### src/evr_pkg.sv
// ----------------------------------------------------------------------------
// Shared constants for the event routing and accelerometer configuration block.
// ----------------------------------------------------------------------------
package evr_pkg;

  // --------------------------------------------------------------------------
  // Register indices; the APB byte address is four times the index.
  // --------------------------------------------------------------------------
  localparam logic [7:0] IDX_COUNT_CONTROL   = 8'h0b;
  localparam logic [7:0] IDX_THRESHOLD_LOW   = 8'h0c;
  localparam logic [7:0] IDX_PIN_A_ENABLE    = 8'h0d;
  localparam logic [7:0] IDX_PIN_B_ENABLE    = 8'h0e;
  localparam logic [7:0] IDX_IDENTITY        = 8'h0f;
  localparam logic [7:0] IDX_ACCEL_CONTROL   = 8'h10;
  localparam logic [7:0] IDX_PIN_CONTROL     = 8'h12;
  localparam logic [7:0] IDX_QUEUE_STATUS    = 8'h3b;

  // --------------------------------------------------------------------------
  // Field positions.
  // --------------------------------------------------------------------------
  localparam int CC_PULSED    = 7;
  localparam int CC_CLEAR     = 6;
  localparam int CC_SOURCE    = 5;
  localparam int EN_STAMP     = 7;
  localparam int EN_COUNT     = 6;
  localparam int EN_FULL      = 5;
  localparam int EN_OVERRUN   = 4;
  localparam int EN_LEVEL     = 3;
  localparam int EN_BOOT_TEMP = 2;
  localparam int EN_GYRO      = 1;
  localparam int EN_ACCEL     = 0;
  localparam int AC_FILTER2   = 1;
  localparam int PC_POLARITY  = 5;
  localparam int QS_COUNT_HIT = 4;

  // --------------------------------------------------------------------------
  // Reset values.
  // --------------------------------------------------------------------------
  localparam logic [7:0] RST_BYTE = 8'h00;

  // --------------------------------------------------------------------------
  // Accelerometer rate codes.
  // --------------------------------------------------------------------------
  localparam logic [3:0] RATE_POWER_DOWN = 4'h0;
  localparam logic [3:0] RATE_HIGHEST    = 4'ha;

  // --------------------------------------------------------------------------
  // Timing: data-ready pulse length.
  // --------------------------------------------------------------------------
  localparam int PULSE_TIME_NS = 75000;
  localparam int CLK_RATE_MHZ  = 250;
  localparam int PULSE_CYCLES  = PULSE_TIME_NS * CLK_RATE_MHZ / 1000;

endpackage

### src/evr_batch_counter.sv
`timescale 1ns/1ps
// ----------------------------------------------------------------------------
// Batching event counter with programmable threshold.
// ----------------------------------------------------------------------------
module evr_batch_counter (
  // Clock and reset.
  input  wire logic       clk_in,
  input  wire logic       rst_in,
  // Events and control.
  input  wire logic       accel_batch_in,
  input  wire logic       gyro_batch_in,
  input  wire logic       source_sel_in,
  input  wire logic [9:0] threshold_in,
  input  wire logic       clear_in,
  // Threshold hit.
  output logic            reached_out
);

  typedef struct packed {
    logic [9:0] count;
    logic       reached;
  } evr_cnt_state_t;

  evr_cnt_state_t state_reg;
  evr_cnt_state_t state_next;

  // Count the selected source; a zero threshold never fires, since the counter
  // would otherwise claim a hit on every event.
  always_comb begin
    logic ev;
    ev = source_sel_in ? gyro_batch_in : accel_batch_in;
    state_next = state_reg;
    state_next.reached = 1'b0;
    if (clear_in) begin
      state_next.count = 10'h000;
    end else if (ev) begin
      if ((threshold_in != 10'h000) && (state_reg.count + 10'h001 >= threshold_in)) begin
        state_next.count = 10'h000;
        state_next.reached = 1'b1;
      end else begin
        state_next.count = state_reg.count + 10'h001;
      end
    end
  end

  // State register.
  always_ff @(posedge clk_in) begin
    if (rst_in) begin
      state_reg <= '0;
    end else begin
      state_reg <= state_next;
    end
  end

  assign reached_out = state_reg.reached;

endmodule // evr_batch_counter

### src/evr_event_router.sv
`timescale 1ns/1ps
// ----------------------------------------------------------------------------
// ----------------------------------------------------------------------------
module evr_event_router #(
  parameter int         PULSE_CYCLES = evr_pkg::PULSE_CYCLES,
  parameter logic [7:0] IDENTITY     = 8'ha5 // Arbitrary value.
) (
  // Clock and reset.
  input  wire logic        clk_in,
  input  wire logic        rst_in,
  // APB slave.
  input  wire logic        psel_in,
  input  wire logic        penable_in,
  input  wire logic        pwrite_in,
  input  wire logic [11:0] paddr_in,
  input  wire logic [31:0] pwdata_in,
  output logic      [31:0] prdata_out,
  output logic             pready_out,
  output logic             pslverr_out,
  // Queue and system events.
  input  wire logic        queue_full_in,
  input  wire logic        queue_overrun_in,
  input  wire logic        queue_level_in,
  input  wire logic        boot_active_in,
  input  wire logic        sample_stamp_flag_in,
  input  wire logic        first_function_routing_in,
  input  wire logic        second_function_routing_in,
  // Sensor samples, batching events and data reads.
  input  wire logic        accel_sample_in,
  input  wire logic        gyro_sample_in,
  input  wire logic        temp_sample_in,
  input  wire logic        accel_read_in,
  input  wire logic        gyro_read_in,
  input  wire logic        temp_read_in,
  input  wire logic        accel_batch_in,
  input  wire logic        gyro_batch_in,
  // Accelerometer filter stages.
  input  wire logic [15:0] accel_stage1_in,
  input  wire logic [15:0] accel_stage2_in,
  // Interrupt pins.
  output logic             irq_pin_a_out,
  output logic             irq_pin_b_out,
  // Accelerometer configuration and data.
  output logic       [3:0] accel_rate_select_out,
  output logic             accel_power_down_out,
  output logic             accel_rate_forbidden_out,
  output logic       [4:0] accel_range_g_out,
  output logic      [15:0] accel_data_out
);

  // --------------------------------------------------------------------------
  // Decoding helpers.
  // --------------------------------------------------------------------------

  // Range codes are not in ascending order: 00/01/10/11 map to 2/16/4/8 g.
  function automatic logic [4:0] evr_range_g(input logic [1:0] code);
    unique case (code)
      2'b00: evr_range_g = 5'h02;
      2'b01: evr_range_g = 5'h10;
      2'b10: evr_range_g = 5'h04;
      2'b11: evr_range_g = 5'h08;
    endcase
  endfunction

  // Byte address to register index for a word-aligned access.
  function automatic logic [7:0] evr_index(input logic [11:0] addr);
    evr_index = addr[9:2];
  endfunction

  // --------------------------------------------------------------------------
  // State.
  // --------------------------------------------------------------------------
  typedef struct packed {
    logic [7:0]  count_control;
    logic [7:0]  threshold_low;
    logic [7:0]  pin_a_enable;
    logic [7:0]  pin_b_enable;
    logic [7:0]  accel_control;
    logic [7:0]  pin_control;
    logic        count_event_flag;
    logic [31:0] rdata;
    logic        pin_a;
    logic        pin_b;
    logic [15:0] accel_data;
  } evr_state_t;

  evr_state_t state_reg;
  evr_state_t state_next;

  logic [7:0] idx;
  logic       mapped;
  logic       setup_phase;
  logic       access_done;
  logic       wr_done;
  logic       rd_done;
  logic       count_clear;
  logic       count_reached;
  logic       accel_ready;
  logic       gyro_ready;
  logic       temp_ready;
  logic [9:0] batch_count_threshold;
  logic       level_a;
  logic       level_b;
  logic [7:0] read_byte;

  // --------------------------------------------------------------------------
  // APB decode; one wait-free access phase after a setup cycle.
  // --------------------------------------------------------------------------
  assign idx         = evr_index(paddr_in);
  assign setup_phase = psel_in && !penable_in;
  assign access_done = psel_in && penable_in;
  assign wr_done     = access_done && pwrite_in && mapped;
  assign rd_done     = access_done && !pwrite_in && mapped;
  assign pready_out  = access_done;
  assign pslverr_out = access_done && !mapped;
  assign prdata_out  = state_reg.rdata;

  // Only the listed indices answer; anything else, or a misaligned address, errors.
  always_comb begin
    mapped = (paddr_in[1:0] == 2'b00) && (paddr_in[11:10] == 2'b00);
    unique case (idx)
      evr_pkg::IDX_COUNT_CONTROL,
      evr_pkg::IDX_THRESHOLD_LOW,
      evr_pkg::IDX_PIN_A_ENABLE,
      evr_pkg::IDX_PIN_B_ENABLE,
      evr_pkg::IDX_IDENTITY,
      evr_pkg::IDX_ACCEL_CONTROL,
      evr_pkg::IDX_PIN_CONTROL,
      evr_pkg::IDX_QUEUE_STATUS: mapped = mapped;
      default:                   mapped = 1'b0;
    endcase
  end

  // Read multiplexer; the clear bit is never stored, so it reads as zero.
  always_comb begin
    read_byte = evr_pkg::RST_BYTE;
    unique case (idx)
      evr_pkg::IDX_COUNT_CONTROL: read_byte = state_reg.count_control;
      evr_pkg::IDX_THRESHOLD_LOW: read_byte = state_reg.threshold_low;
      evr_pkg::IDX_PIN_A_ENABLE:  read_byte = state_reg.pin_a_enable;
      evr_pkg::IDX_PIN_B_ENABLE:  read_byte = state_reg.pin_b_enable;
      evr_pkg::IDX_IDENTITY:      read_byte = IDENTITY;
      evr_pkg::IDX_ACCEL_CONTROL: read_byte = state_reg.accel_control;
      evr_pkg::IDX_PIN_CONTROL:   read_byte = state_reg.pin_control;
      evr_pkg::IDX_QUEUE_STATUS:  read_byte[evr_pkg::QS_COUNT_HIT] = state_reg.count_event_flag;
      default:                    read_byte = evr_pkg::RST_BYTE;
    endcase
  end

  // --------------------------------------------------------------------------
  // Counter control and data-ready shaping.
  // --------------------------------------------------------------------------
  assign batch_count_threshold = {state_reg.count_control[1:0], state_reg.threshold_low};
  assign count_clear = wr_done && (idx == evr_pkg::IDX_COUNT_CONTROL)
                       && pwdata_in[evr_pkg::CC_CLEAR];

  evr_batch_counter u_counter (
    .clk_in         (clk_in),
    .rst_in         (rst_in),
    .accel_batch_in (accel_batch_in),
    .gyro_batch_in  (gyro_batch_in),
    .source_sel_in  (state_reg.count_control[evr_pkg::CC_SOURCE]),
    .threshold_in   (batch_count_threshold),
    .clear_in       (count_clear),
    .reached_out    (count_reached)
  );

  evr_ready_shaper #(.PULSE_CYCLES(PULSE_CYCLES)) u_accel_ready (
    .clk_in         (clk_in),
    .rst_in         (rst_in),
    .sample_in      (accel_sample_in),
    .read_in        (accel_read_in),
    .pulsed_mode_in (state_reg.count_control[evr_pkg::CC_PULSED]),
    .ready_out      (accel_ready)
  );

  evr_ready_shaper #(.PULSE_CYCLES(PULSE_CYCLES)) u_gyro_ready (
    .clk_in         (clk_in),
    .rst_in         (rst_in),
    .sample_in      (gyro_sample_in),
    .read_in        (gyro_read_in),
    .pulsed_mode_in (state_reg.count_control[evr_pkg::CC_PULSED]),
    .ready_out      (gyro_ready)
  );

  evr_ready_shaper #(.PULSE_CYCLES(PULSE_CYCLES)) u_temp_ready (
    .clk_in         (clk_in),
    .rst_in         (rst_in),
    .sample_in      (temp_sample_in),
    .read_in        (temp_read_in),
    .pulsed_mode_in (state_reg.count_control[evr_pkg::CC_PULSED]),
    .ready_out      (temp_ready)
  );

  // --------------------------------------------------------------------------
  // Pin source selection.
  // --------------------------------------------------------------------------

  // Pin A sources; the function routing input is already gated outside.
  always_comb begin
    level_a = first_function_routing_in;
    level_a |= state_reg.pin_a_enable[evr_pkg::EN_STAMP] && sample_stamp_flag_in;
    level_a |= state_reg.pin_a_enable[evr_pkg::EN_COUNT] && state_reg.count_event_flag;
    level_a |= state_reg.pin_a_enable[evr_pkg::EN_FULL] && queue_full_in;
    level_a |= state_reg.pin_a_enable[evr_pkg::EN_OVERRUN] && queue_overrun_in;
    level_a |= state_reg.pin_a_enable[evr_pkg::EN_LEVEL] && queue_level_in;
    level_a |= state_reg.pin_a_enable[evr_pkg::EN_BOOT_TEMP] && boot_active_in;
    level_a |= state_reg.pin_a_enable[evr_pkg::EN_GYRO] && gyro_ready;
    level_a |= state_reg.pin_a_enable[evr_pkg::EN_ACCEL] && accel_ready;
  end

  // Pin B sources; bit 7 is reserved and deliberately has no effect.
  always_comb begin
    level_b = second_function_routing_in;
    level_b |= state_reg.pin_b_enable[evr_pkg::EN_COUNT] && state_reg.count_event_flag;
    level_b |= state_reg.pin_b_enable[evr_pkg::EN_FULL] && queue_full_in;
    level_b |= state_reg.pin_b_enable[evr_pkg::EN_OVERRUN] && queue_overrun_in;
    level_b |= state_reg.pin_b_enable[evr_pkg::EN_LEVEL] && queue_level_in;
    level_b |= state_reg.pin_b_enable[evr_pkg::EN_BOOT_TEMP] && temp_ready;
    level_b |= state_reg.pin_b_enable[evr_pkg::EN_GYRO] && gyro_ready;
    level_b |= state_reg.pin_b_enable[evr_pkg::EN_ACCEL] && accel_ready;
  end

  // --------------------------------------------------------------------------
  // Next state.
  // --------------------------------------------------------------------------

  // Register writes, flag handling and pin outputs, all in one place so that
  // priorities between a write and a hardware update are visible.
  always_comb begin
    state_next = state_reg;
    if (setup_phase) begin
      state_next.rdata = {24'h000000, read_byte};
    end
    if (wr_done) begin
      unique case (idx)
        evr_pkg::IDX_COUNT_CONTROL: begin
          state_next.count_control = pwdata_in[7:0];
          state_next.count_control[evr_pkg::CC_CLEAR] = 1'b0;
        end
        evr_pkg::IDX_THRESHOLD_LOW: state_next.threshold_low = pwdata_in[7:0];
        evr_pkg::IDX_PIN_A_ENABLE:  state_next.pin_a_enable = pwdata_in[7:0];
        evr_pkg::IDX_PIN_B_ENABLE:  state_next.pin_b_enable = pwdata_in[7:0];
        evr_pkg::IDX_ACCEL_CONTROL: state_next.accel_control = pwdata_in[7:0];
        evr_pkg::IDX_PIN_CONTROL:   state_next.pin_control = pwdata_in[7:0];
        default:                    state_next.pin_control = state_reg.pin_control;
      endcase
    end
    // A new hit in the same cycle as the status read keeps the flag set.
    if (count_reached) begin
      state_next.count_event_flag = 1'b1;
    end else if (rd_done && (idx == evr_pkg::IDX_QUEUE_STATUS)) begin
      state_next.count_event_flag = 1'b0;
    end
    state_next.pin_a = level_a ^ state_reg.pin_control[evr_pkg::PC_POLARITY];
    state_next.pin_b = level_b ^ state_reg.pin_control[evr_pkg::PC_POLARITY];
    if (state_reg.accel_control[evr_pkg::AC_FILTER2]) begin
      state_next.accel_data = accel_stage2_in;
    end else begin
      state_next.accel_data = accel_stage1_in;
    end
  end

  // State register.
  always_ff @(posedge clk_in) begin
    if (rst_in) begin
      state_reg <= '0;
    end else begin
      state_reg <= state_next;
    end
  end

  // --------------------------------------------------------------------------
  // Outputs.
  // --------------------------------------------------------------------------
  assign irq_pin_a_out            = state_reg.pin_a;
  assign irq_pin_b_out            = state_reg.pin_b;
  assign accel_rate_select_out    = state_reg.accel_control[7:4];
  assign accel_power_down_out     = state_reg.accel_control[7:4] == evr_pkg::RATE_POWER_DOWN;
  assign accel_rate_forbidden_out = state_reg.accel_control[7:4] > evr_pkg::RATE_HIGHEST;
  assign accel_range_g_out        = evr_range_g(state_reg.accel_control[3:2]);
  assign accel_data_out           = state_reg.accel_data;

endmodule // evr_event_router

### src/evr_ready_shaper.sv
`timescale 1ns/1ps
// ----------------------------------------------------------------------------
// Data-ready shaper: latched until read, or a fixed-length pulse.
// ----------------------------------------------------------------------------
module evr_ready_shaper #(
  parameter int PULSE_CYCLES = evr_pkg::PULSE_CYCLES
) (
  // Clock and reset.
  input  wire logic clk_in,
  input  wire logic rst_in,
  // Sample and read events.
  input  wire logic sample_in,
  input  wire logic read_in,
  input  wire logic pulsed_mode_in,
  // Shaped ready.
  output logic      ready_out
);

  localparam int CW = $clog2(PULSE_CYCLES + 1);

  typedef struct packed {
    logic          ready;
    logic [CW-1:0] left;
  } evr_rdy_state_t;

  evr_rdy_state_t state_reg;
  evr_rdy_state_t state_next;

  // A new sample wins over a read in the same cycle so no sample is lost.
  always_comb begin
    state_next = state_reg;
    if (pulsed_mode_in) begin
      if (sample_in) begin
        state_next.ready = 1'b1;
        state_next.left = CW'(PULSE_CYCLES - 1);
      end else if (state_reg.left != '0) begin
        state_next.left = state_reg.left - CW'(1);
      end else begin
        state_next.ready = 1'b0;
      end
    end else begin
      state_next.left = '0;
      if (sample_in) begin
        state_next.ready = 1'b1;
      end else if (read_in) begin
        state_next.ready = 1'b0;
      end
    end
  end

  // State register.
  always_ff @(posedge clk_in) begin
    if (rst_in) begin
      state_reg <= '0;
    end else begin
      state_reg <= state_next;
    end
  end

  assign ready_out = state_reg.ready;

endmodule // evr_ready_shaper
### config.mk
export PLATFORM = sky130hd
export DESIGN_NAME = evr_event_router
export DESIGN_NICKNAME = d
export VERILOG_FILES = /design/src/evr_pkg.sv /design/src/evr_batch_counter.sv /design/src/evr_event_router.sv /design/src/evr_ready_shaper.sv
export SDC_FILE = /design/constraint.sdc
export NUM_CORES = 1
export LEC_CHECK = 0
export BUFFER_PORTS_ARGS = -buffer_cell sky130_fd_sc_hd__clkbuf_2
export CAP_MARGIN = 20
export CELL_PAD_IN_SITES_DETAIL_PLACEMENT = 0
export CELL_PAD_IN_SITES_GLOBAL_PLACEMENT = 2
export CORE_ASPECT_RATIO = 0.9
export CORE_UTILIZATION = 35
export DETAILED_ROUTE_END_ITERATION = 10
export GPL_TIMING_DRIVEN = 1
export MAX_ROUTING_LAYER = met4
export PLACE_DENSITY_LB_ADDON = 0.3
export SLEW_MARGIN = 10
export SYNTH_ARGS = -nofsm -noshare
export SYNTH_HDL_FRONTEND = slang
export SYNTH_HIERARCHICAL = 1
export SYNTH_SLANG_ARGS = --single-unit
### constraint.sdc
create_clock -name clk_in -period 4.91 [get_ports clk_in]
set_input_delay 0 -clock clk_in [delete_from_list [all_inputs] [get_ports clk_in]]
set_output_delay 0 -clock clk_in [all_outputs]
set_load 0.005 [all_outputs]
==> load_flow_metrics.sql, run 1 <==
INSERT INTO impl_metrics (metric_group, metric, value, unit) VALUES
('status', 'outcome', 'complete, no violations', ''),
('timing', 'max_slew_violation_count', '0', ''),
('critical_path', 'critPathMaxFanout', '8', ''),
('placement', 'place_congestion', '0.828', ''),
('logic_synthesis', 'complex_gate_fraction_of_the_synthesized_area', '20.3', '%'),
('logic_synthesis', 'sequential_share_of_the_synthesized_area', '36.2', '%'),
('die', 'fp.dieH', '139', 'um'),
('global_routing', 'grtUsageMet1', '27.7', '%'),
('timing', 'worst_slew_pin_slew', '1.06', 'ns'),
('layout', 'largest_reg_flops', '34', ''),
('logic_synthesis', 'asyncSetResetFlopFracSynth', '0', '%'),
('clocking', 'cts_setup_buffers', '0', ''),
('timing', 'timing.fmax', '353', 'MHz'),
('logic_synthesis', 'synthTopCellsByArea', 'sky130_fd_sc_hd__dfxtp_1 36%, sky130_fd_sc_hd__buf_4 6.1%, sky130_fd_sc_hd__a21oi_1 4.8%, sky130_fd_sc_hd__nand4_1 3.7%, sky130_fd_sc_hd__mux2i_1 3.1%', ''),
('logic_synthesis', 'synth_top_family_by_area', 'simple AND/OR/NAND/NOR gates', ''),
('routing', 'drtPass1Iterations', '5', ''),
('layout', 'n_antenna_cell', '0', ''),
('logic_synthesis', 'ys_seq_elements', '133', ''),
('timing', 'setup_total_negative_slack', '0', 'ns'),
('layout', 'layout.nets', '1086', ''),
('global_routing', 'global_route.usage.total', '20.3', '%'),
('global_routing', 'grt_most_used_layer', 'met2', ''),
('logic_synthesis', 'synth_top_flop_cell', 'sky130_fd_sc_hd__dfxtp_1', ''),
('global_routing', 'grt_pass1_vias', '6372', ''),
('timing', 'slew-limit-headroom', '29.5', '%'),
('run', 'max_cap_violations', '0', ''),
('logic_synthesis', 'yosys.area_share.simple', '23.0', '%'),
('die', 'core.rowCount', '49', ''),
('timing', 'timing.final.setup_violations', '0', ''),
('global_routing', 'global_route.usage.met2', '30.1', '%'),
('timing', 'hold_fails_final_rpt', '0', ''),
('critical_path', 'critical_path_class', 'reg2reg', ''),
('die', 'die_width', '155', 'um'),
('layout', 'final_cell_count_no_fill', '1269', ''),
('logic_synthesis', 'synth-edff-count', '0', ''),
('logic_synthesis', 'netlist.area_leader.share', '36.2', '%'),
('clocking', 'ctsHtreeMaxLevel', '4', ''),
('logic_synthesis', 'synth_warnings', '6', ''),
('routing', 'num_vias', '6755', ''),
('global_routing', 'grt_antenna_before_repair', '0', ''),
('die', 'core_area', '0.0203', 'mm^2'),
('critical_path', 'cp_data_arrival_time', '3.11', 'ns'),
('clocking', 'clock_buffer_count_from_cts', '17', ''),
('timing', 'rsz0062_at_grt', 'no', ''),
('critical_path', 'worst_ep_required_time', '5.19', 'ns'),
('layout', 'count_of_filler_cells_inserted_in_the_layout', '2095', ''),
('logic_synthesis', 'mappedNetlistArea', '0.00735', 'mm^2'),
('placement', 'numPlacedInstances', '1185', ''),
('critical_path', 'timing.critical_path.to_type', 'flop', ''),
('timing', 'final.min_clock_period', '2.83', 'ns'),
('layout', 'highest_count_cells_in_the_layout_ignoring_fill_and_taps', '133 x sky130_fd_sc_hd__dfxtp_1, 108 x sky130_fd_sc_hd__clkbuf_2, 70 x sky130_fd_sc_hd__a21oi_1, 52 x sky130_fd_sc_hd__nor2_1, 51 x sky130_fd_sc_hd__dlygate4sd3_1', ''),
('routing', 'drt-vias-per-instance', '5.32', ''),
('placement', 'dp_hpwl', '14300', 'um'),
('die', 'die_area', '0.0216', 'mm^2'),
('timing', 'timing.final.crit_share', '57.7', '%'),
('routing', 'route.detailed.drc', '0', ''),
('logic_synthesis', 'synth.avg_cell_area', '8.45', 'um^2'),
('critical_path', 'worstSetupStartpointType', 'flop', ''),
('global_routing', 'grt_pass1_wl', '33600', 'um'),
('routing', 'antenna_left', '0', ''),
('clocking', 'cts_root_buf', 'sky130_fd_sc_hd__clkbuf_16', ''),
('logic_synthesis', 'synth-xor-area-share', '2.50', '%'),
('power_and_ir_drop', 'ir_drop', '0.210', 'mV'),
('global_routing', 'grt_start_max_net_pins', '44', ''),
('clocking', 'cts_sinks', '133', ''),
('logic_synthesis', 'muxShareOfSynthArea', '5.12', '%'),
('routing', 'routedWlPerCell', '16.5', 'um'),
('clocking', 'cts_tree', 'built', ''),
('die', 'initial_core_util', '36.2', '%'),
('layout', 'final_util', '43.6', '%'),
('routing', 'postRouteWirelength', '20900', 'um');
==> through the flow <==
| step | total power, mW | setup slack (ns) | hold slack (ns) | instance area, um^2 |
|---|---|---|---|---|
| 2_1_floorplan | 1.23 | 2.51 | 0.0691 | 7440 |
| 5_1_grt | 2.69 | 1.77 | 0.0450 | 8840 |
| 3_5_place_dp | 1.28 | 2.04 | 0.236 | 7730 |
| 6_report | 2.59 | 2.08 | 0.0115 | 8840 |
| 3_3_place_gp | 1.28 | 2.07 | 0.232 | 7730 |
| 4_1_cts | 2.62 | 2.02 | 0.00171 | 8840 |
==> layout make-up <==
| type | instances | area (um^2) | share of cell area (%) |
|---|---|---|---|
| Clock buffer | 17 | 425 | 4.81 |
| Clock inverter | 15 | 169 | 1.91 |
| Inverter | 32 | 120 | 1.36 |
| Multi-Input combinational cell | 626 | 4020 | 45.4 |
| Sequential cell | 133 | 2660 | 30.1 |
| Tap cell | 280 | 350 | 3.96 |
| Timing Repair Buffer | 166 | 1100 | 12.4 |
==> per-layer routing <==
| metal | share of wire [%] | vias up |
|---|---|---|
| met5 | 0 | - |
| li1 | - | 3395 |
| met1 | 49 | 3137 |
| met3 | 5.3 | 28 |
| met2 | 44 | 195 |
| met4 | 1.7 | 0 |
==> report_power, final <==
part | switching [mW] | leakage (nW) | internal, mW
registers | 0.00770 | 1.08 | 1.09
logic | 0.105 | 1.96 | 0.0841
clock network | 0.544 | 0.283 | 0.760
total | 0.657 | 3.32 | 1.94
==> synth_stat cells (all sizes together), types with 14 or more instances <==
cell type    n
o21ai       54
mux2i       24
clkbuf      19
ha          14
nand3       41
o31ai       22
nor3        25
a21oi       70
a31oi       15
buf         84
inv         31
nor4        14
nand2       42
or3         27
xnor2       14
dfxtp      133
nor2        52
nand4       43
==> worst paths after layout <==
check | start | to | slack (ns) | cells past startpoint
setup / recovery | u_counter/state_reg[1]$_SDFFE_PP0P_ | u_counter/state_reg[4]$_SDFFE_PP0P_ | 2.08 | 11
hold / removal | gyro_sample_in | u_gyro_ready/state_reg[14]$_SDFFE_PP0P_ | 0.01 | 3
hold reg to reg | prdata_out[3]$_SDFFE_PP0P_ | prdata_out[3]$_SDFFE_PP0P_ | 0.45 | 2
setup reg to reg | u_counter/state_reg[1]$_SDFFE_PP0P_ | u_counter/state_reg[4]$_SDFFE_PP0P_ | 2.08 | 11
==> logic make-up after synthesis <==
kind of cell	Yosys count
and+or+nand+nor	299
AOI/OAI and AO/OA	232
buffers and inverters	135
DFF	133
muxes	35
xor gates and xnor gates	21
adders and majority gates	14
other	1
==> worst max-delay path, stage by stage, from the launching register on <==
cell,delay (ns)
sky130_fd_sc_hd__dfxtp_1,0.44
sky130_fd_sc_hd__ha_1,0.27
sky130_fd_sc_hd__nand3_2,0.12
sky130_fd_sc_hd__or2_4,0.30
sky130_fd_sc_hd__nor2_1,0.13
sky130_fd_sc_hd__xor2_1,0.08
sky130_fd_sc_hd__ha_1,0.27
sky130_fd_sc_hd__nand2_1,0.05
sky130_fd_sc_hd__nor2_1,0.14
sky130_fd_sc_hd__a31oi_1,0.15
sky130_fd_sc_hd__a21oi_1,0.62
sky130_fd_sc_hd__nor3_1,0.11
==> timing repair <==
action / in CTS / in global routing
endpoints found under the hold margin: 71 / 0
gates resized for setup: 0 / 0
hold buffers: 51 / 0
Note: power is estimated with default switching activity, not from simulation.
==> run 2: changes to the inputs <==
--- a/config.mk
+++ b/config.mk
@@ -10,7 +10,7 @@
 export CELL_PAD_IN_SITES_DETAIL_PLACEMENT = 0
 export CELL_PAD_IN_SITES_GLOBAL_PLACEMENT = 2
 export CORE_ASPECT_RATIO = 0.9
-export CORE_UTILIZATION = 35
+export CORE_UTILIZATION = 29
 export DETAILED_ROUTE_END_ITERATION = 10
 export GPL_TIMING_DRIVEN = 1
 export MAX_ROUTING_LAYER = met4
==> constraint.sdc (replaced) <==
create_clock -name clk_in -period 2.45 [get_ports clk_in]
set_input_delay 0 -clock clk_in [delete_from_list [all_inputs] [get_ports clk_in]]
set_output_delay 0 -clock clk_in [all_outputs]
set_load 0.005 [all_outputs]
==> load_flow_metrics.sql, run 2 (synthesis gave the netlist of run 1 again) <==
INSERT INTO impl_metrics (metric_group, metric, value, unit) VALUES
('routing', 'antenna_left', '0', ''),
('timing', 'max_slew_violation_count', '0', ''),
('die', 'floorplan.io_pins', '159', ''),
('placement', 'dp_hpwl', '15500', 'um'),
('die', 'die_area', '0.0260', 'mm^2'),
('critical_path', 'cp_cell_sequence', 'ha_2 -> nand3_2 -> or2_4 -> nor2_4 -> xor2_1 -> ha_1 -> nand2_1 -> nor2_1 -> nand3_1 -> buf_4 -> a21boi_1 -> and3_1', ''),
('power_and_ir_drop', 'ir_drop', '0.430', 'mV'),
('placement', 'place_congestion', '0.784', ''),
('die', 'core.rowCount', '54', ''),
('placement', 'dp_worst_setup_slack', '-0.173', 'ns'),
('routing', 'drt-initial-drc-count', '452', ''),
('power_and_ir_drop', 'powerDensity', '577', 'mW/mm^2'),
('global_routing', 'grt_pass1_wl', '35400', 'um'),
('critical_path', 'cp_data_arrival_time', '2.66', 'ns'),
('layout', 'n_antenna_cell', '0', ''),
('run', 'max_cap_violations', '0', ''),
('global_routing', 'global_route.usage.total', '17.9', '%'),
('global_routing', 'grt_pass1_vias', '6326', ''),
('die', 'fp.dieH', '153', 'um'),
('worst_hold_path', 'min_delay_path_class', 'in2reg', ''),
('routing', 'drtPass1Iterations', '5', ''),
('layout', 'area_growth_syn_to_layout', '23.5', '%'),
('power_and_ir_drop', 'totalPowerFinal', '5.24', 'mW'),
('critical_path', 'setup.reg_to_reg.worst_slack', '0.15', 'ns'),
('global_routing', 'grt_start_max_net_pins', '48', ''),
('clocking', 'cts_sinks', '133', ''),
('critical_path', 'critical_path_cell_count', '12', ''),
('timing', 'final.setup_skew', '0.00861', 'ns'),
('routing', 'drt-vias-per-instance', '5.05', ''),
('critical_path', 'critical_path_class', 'reg2reg', ''),
('routing', 'postRouteWirelength', '22200', 'um'),
('routing', 'route.detailed.drc', '0', ''),
('critical_path', 'crit_end', 'u_counter/reached_out$_SDFF_PP0_', ''),
('critical_path', 'r2r-end', 'u_counter/reached_out$_SDFF_PP0_', ''),
('layout', 'seq_area', '0.00267', 'mm^2'),
('timing', 'timing.fmax', '435', 'MHz'),
('critical_path', 'timing.critical_path.slowest_stage_cell', 'sky130_fd_sc_hd__dfxtp_2', ''),
('worst_hold_path', 'hold_path.startpoint', 'accel_batch_in', ''),
('clocking', 'cts_root_buf', 'sky130_fd_sc_hd__clkbuf_16', ''),
('global_routing', 'grt_antenna_before_repair', '0', ''),
('global_routing', 'gr-total-overflow', '0', ''),
('critical_path', 'rr_worst_depth', '12', ''),
('die', 'initial_core_util', '30.0', '%'),
('layout', 'layout.cells.most_common', 'sky130_fd_sc_hd__dfxtp_1', ''),
('clocking', 'clock_buffer_count_from_cts', '17', ''),
('timing', 'slew-limit-headroom', '57.6', '%'),
('routing', 'routedWlPerCell', '16.5', 'um'),
('layout', 'multi_input_comb_area', '0.00404', 'mm^2'),
('timing', 'worst_slack', '0.150', 'ns'),
('die', 'core_area', '0.0245', 'mm^2'),
('critical_path', 'worstSetupStartpointType', 'flop', ''),
('timing', 'rsz0062_at_grt', 'no', ''),
('critical_path', 'crit_start', 'u_counter/state_reg[2]$_SDFFE_PP0P_', ''),
('layout', 'layout_cells_sized_above_1', '20.4', '%'),
('critical_path', 'number_of_buffer_and_inverter_stages_on_the_critical_path', '1', ''),
('routing', 'num_vias', '6782', ''),
('clocking', 'cts_tree', 'built', ''),
('clocking', 'clock_tree.buffer_depth', '2', ''),
('timing', 'final.min_clock_period', '2.30', 'ns'),
('critical_path', 'crit_path_max_incr_delay', '0.33', 'ns'),
('critical_path', 'worst_ep_required_time', '2.81', 'ns'),
('layout', 'count_of_filler_cells_inserted_in_the_layout', '2593', ''),
('timing', 'timing.final.crit_share', '93.9', '%'),
('critical_path', 'crit-reg2reg-launch', 'u_counter/state_reg[2]$_SDFFE_PP0P_', ''),
('clocking', 'clk-insertion-delay-late', '0.42', 'ns'),
('critical_path', 'crit_family', 'simple AND/OR/NAND/NOR gates', ''),
('power_and_ir_drop', 'power.leakage', '3.41', 'nW'),
('critical_path', 'timing.critical_path.to_type', 'flop', ''),
('placement', 'placement.io_buffers', '109', ''),
('clocking', 'ctsHtreeMaxLevel', '4', ''),
('layout', 'layout.nets', '1105', ''),
('layout', 'largest_reg_flops', '34', ''),
('die', 'die_width', '170', 'um'),
('status', 'outcome', 'complete, no violations', ''),
('clocking', 'path_clk_slew', '0.06', 'ns'),
('timing', 'worst_slew_pin_slew', '0.630', 'ns'),
('layout', 'highest_count_cells_in_the_layout_ignoring_fill_and_taps', '131 x sky130_fd_sc_hd__dfxtp_1, 108 x sky130_fd_sc_hd__clkbuf_2, 69 x sky130_fd_sc_hd__a21oi_1, 51 x sky130_fd_sc_hd__nor2_1, 45 x sky130_fd_sc_hd__dlygate4sd3_1', ''),
('timing', 'timing.final.setup_violations', '0', ''),
('layout', 'final_cell_count_no_fill', '1344', ''),
('critical_path', 'critPathMaxFanout', '3', ''),
('timing', 'hold_fails_final_rpt', '0', ''),
('placement', 'numPlacedInstances', '1266', '');
==> run 2: area by class of cell <==
class                   count  share of cell area (%)
multi-input cells         626                    44.5
clock buffers              20                    5.03
flip-flops and latches    133                    29.4
inverters                  32                    1.32
repair buffers            185                    13.5
clock inverters            12                    1.57
well taps                 336                    4.63
==> run 2: power breakdown <==
group          internal [mW]  switching (mW)  leakage (nW)  total (mW)
logic                  0.187           0.229          2.05       0.416
clock network           1.57            1.05         0.280        2.62
registers               2.19          0.0108          1.08        2.20
total                   3.95            1.29          3.41        5.24
==> run 2: how the worst min path moves through the flow <==
stage	end	slack, ns	cells after the start
floorplan	u_accel_ready/ready_out$_SDFFE_PP0P_	0.07	1
global placement	accel_data_out[14]$_SDFF_PP0_	0.23	3
finish	u_counter/state_reg[2]$_SDFFE_PP0P_	0.01	4
CTS	u_temp_ready/state_reg[14]$_SDFFE_PP0P_	0.003	3
global route	u_counter/state_reg[2]$_SDFFE_PP0P_	0.02	4
detailed placement	accel_data_out[3]$_SDFF_PP0_	0.24	3
==> run 2: through the flow <==
step           hold slack [ns]  area [um^2]  setup TNS [ns]  utilization, %
6_report                0.0126         9080               0            37.0
5_1_grt                 0.0213         9080               0            37.0
4_1_cts                0.00305         9040               0            36.9
3_5_place_dp             0.238         7990           -1.25            32.6
3_3_place_gp             0.234         7990           -1.13            32.6
2_1_floorplan           0.0691         7440               0               -
==> run 2: worst register-to-register path, stage by stage (launching register included) <==
cell,delay (ns)
sky130_fd_sc_hd__dfxtp_2,0.33
sky130_fd_sc_hd__ha_2,0.19
sky130_fd_sc_hd__nand3_2,0.08
sky130_fd_sc_hd__or2_4,0.27
sky130_fd_sc_hd__nor2_4,0.10
sky130_fd_sc_hd__xor2_1,0.07
sky130_fd_sc_hd__ha_1,0.27
sky130_fd_sc_hd__nand2_1,0.06
sky130_fd_sc_hd__nor2_1,0.16
sky130_fd_sc_hd__nand3_1,0.16
sky130_fd_sc_hd__buf_4,0.18
sky130_fd_sc_hd__a21boi_1,0.20
sky130_fd_sc_hd__and3_1,0.18
==> run 2: metal layers <==
metal / vias to the layer above / global-route usage [%] / wire length, um
met3: 17 / 3.78 / 1170
met2: 167 / 26.3 / 9840
li1: 3427 / - / -
met4: 0 / 4.20 / 252
met1: 3171 / 24.7 / 10900
met5: - / - / 0
==> run 2: repair_timing <==
item,in CTS,in global routing
setup endpoints to repair,8,10
hold buffers,45,0
gates resized for setup,1,10
setup buffers,0,1
pin swaps,0,2
endpoints found under the hold margin,66,0
cloned,0,0
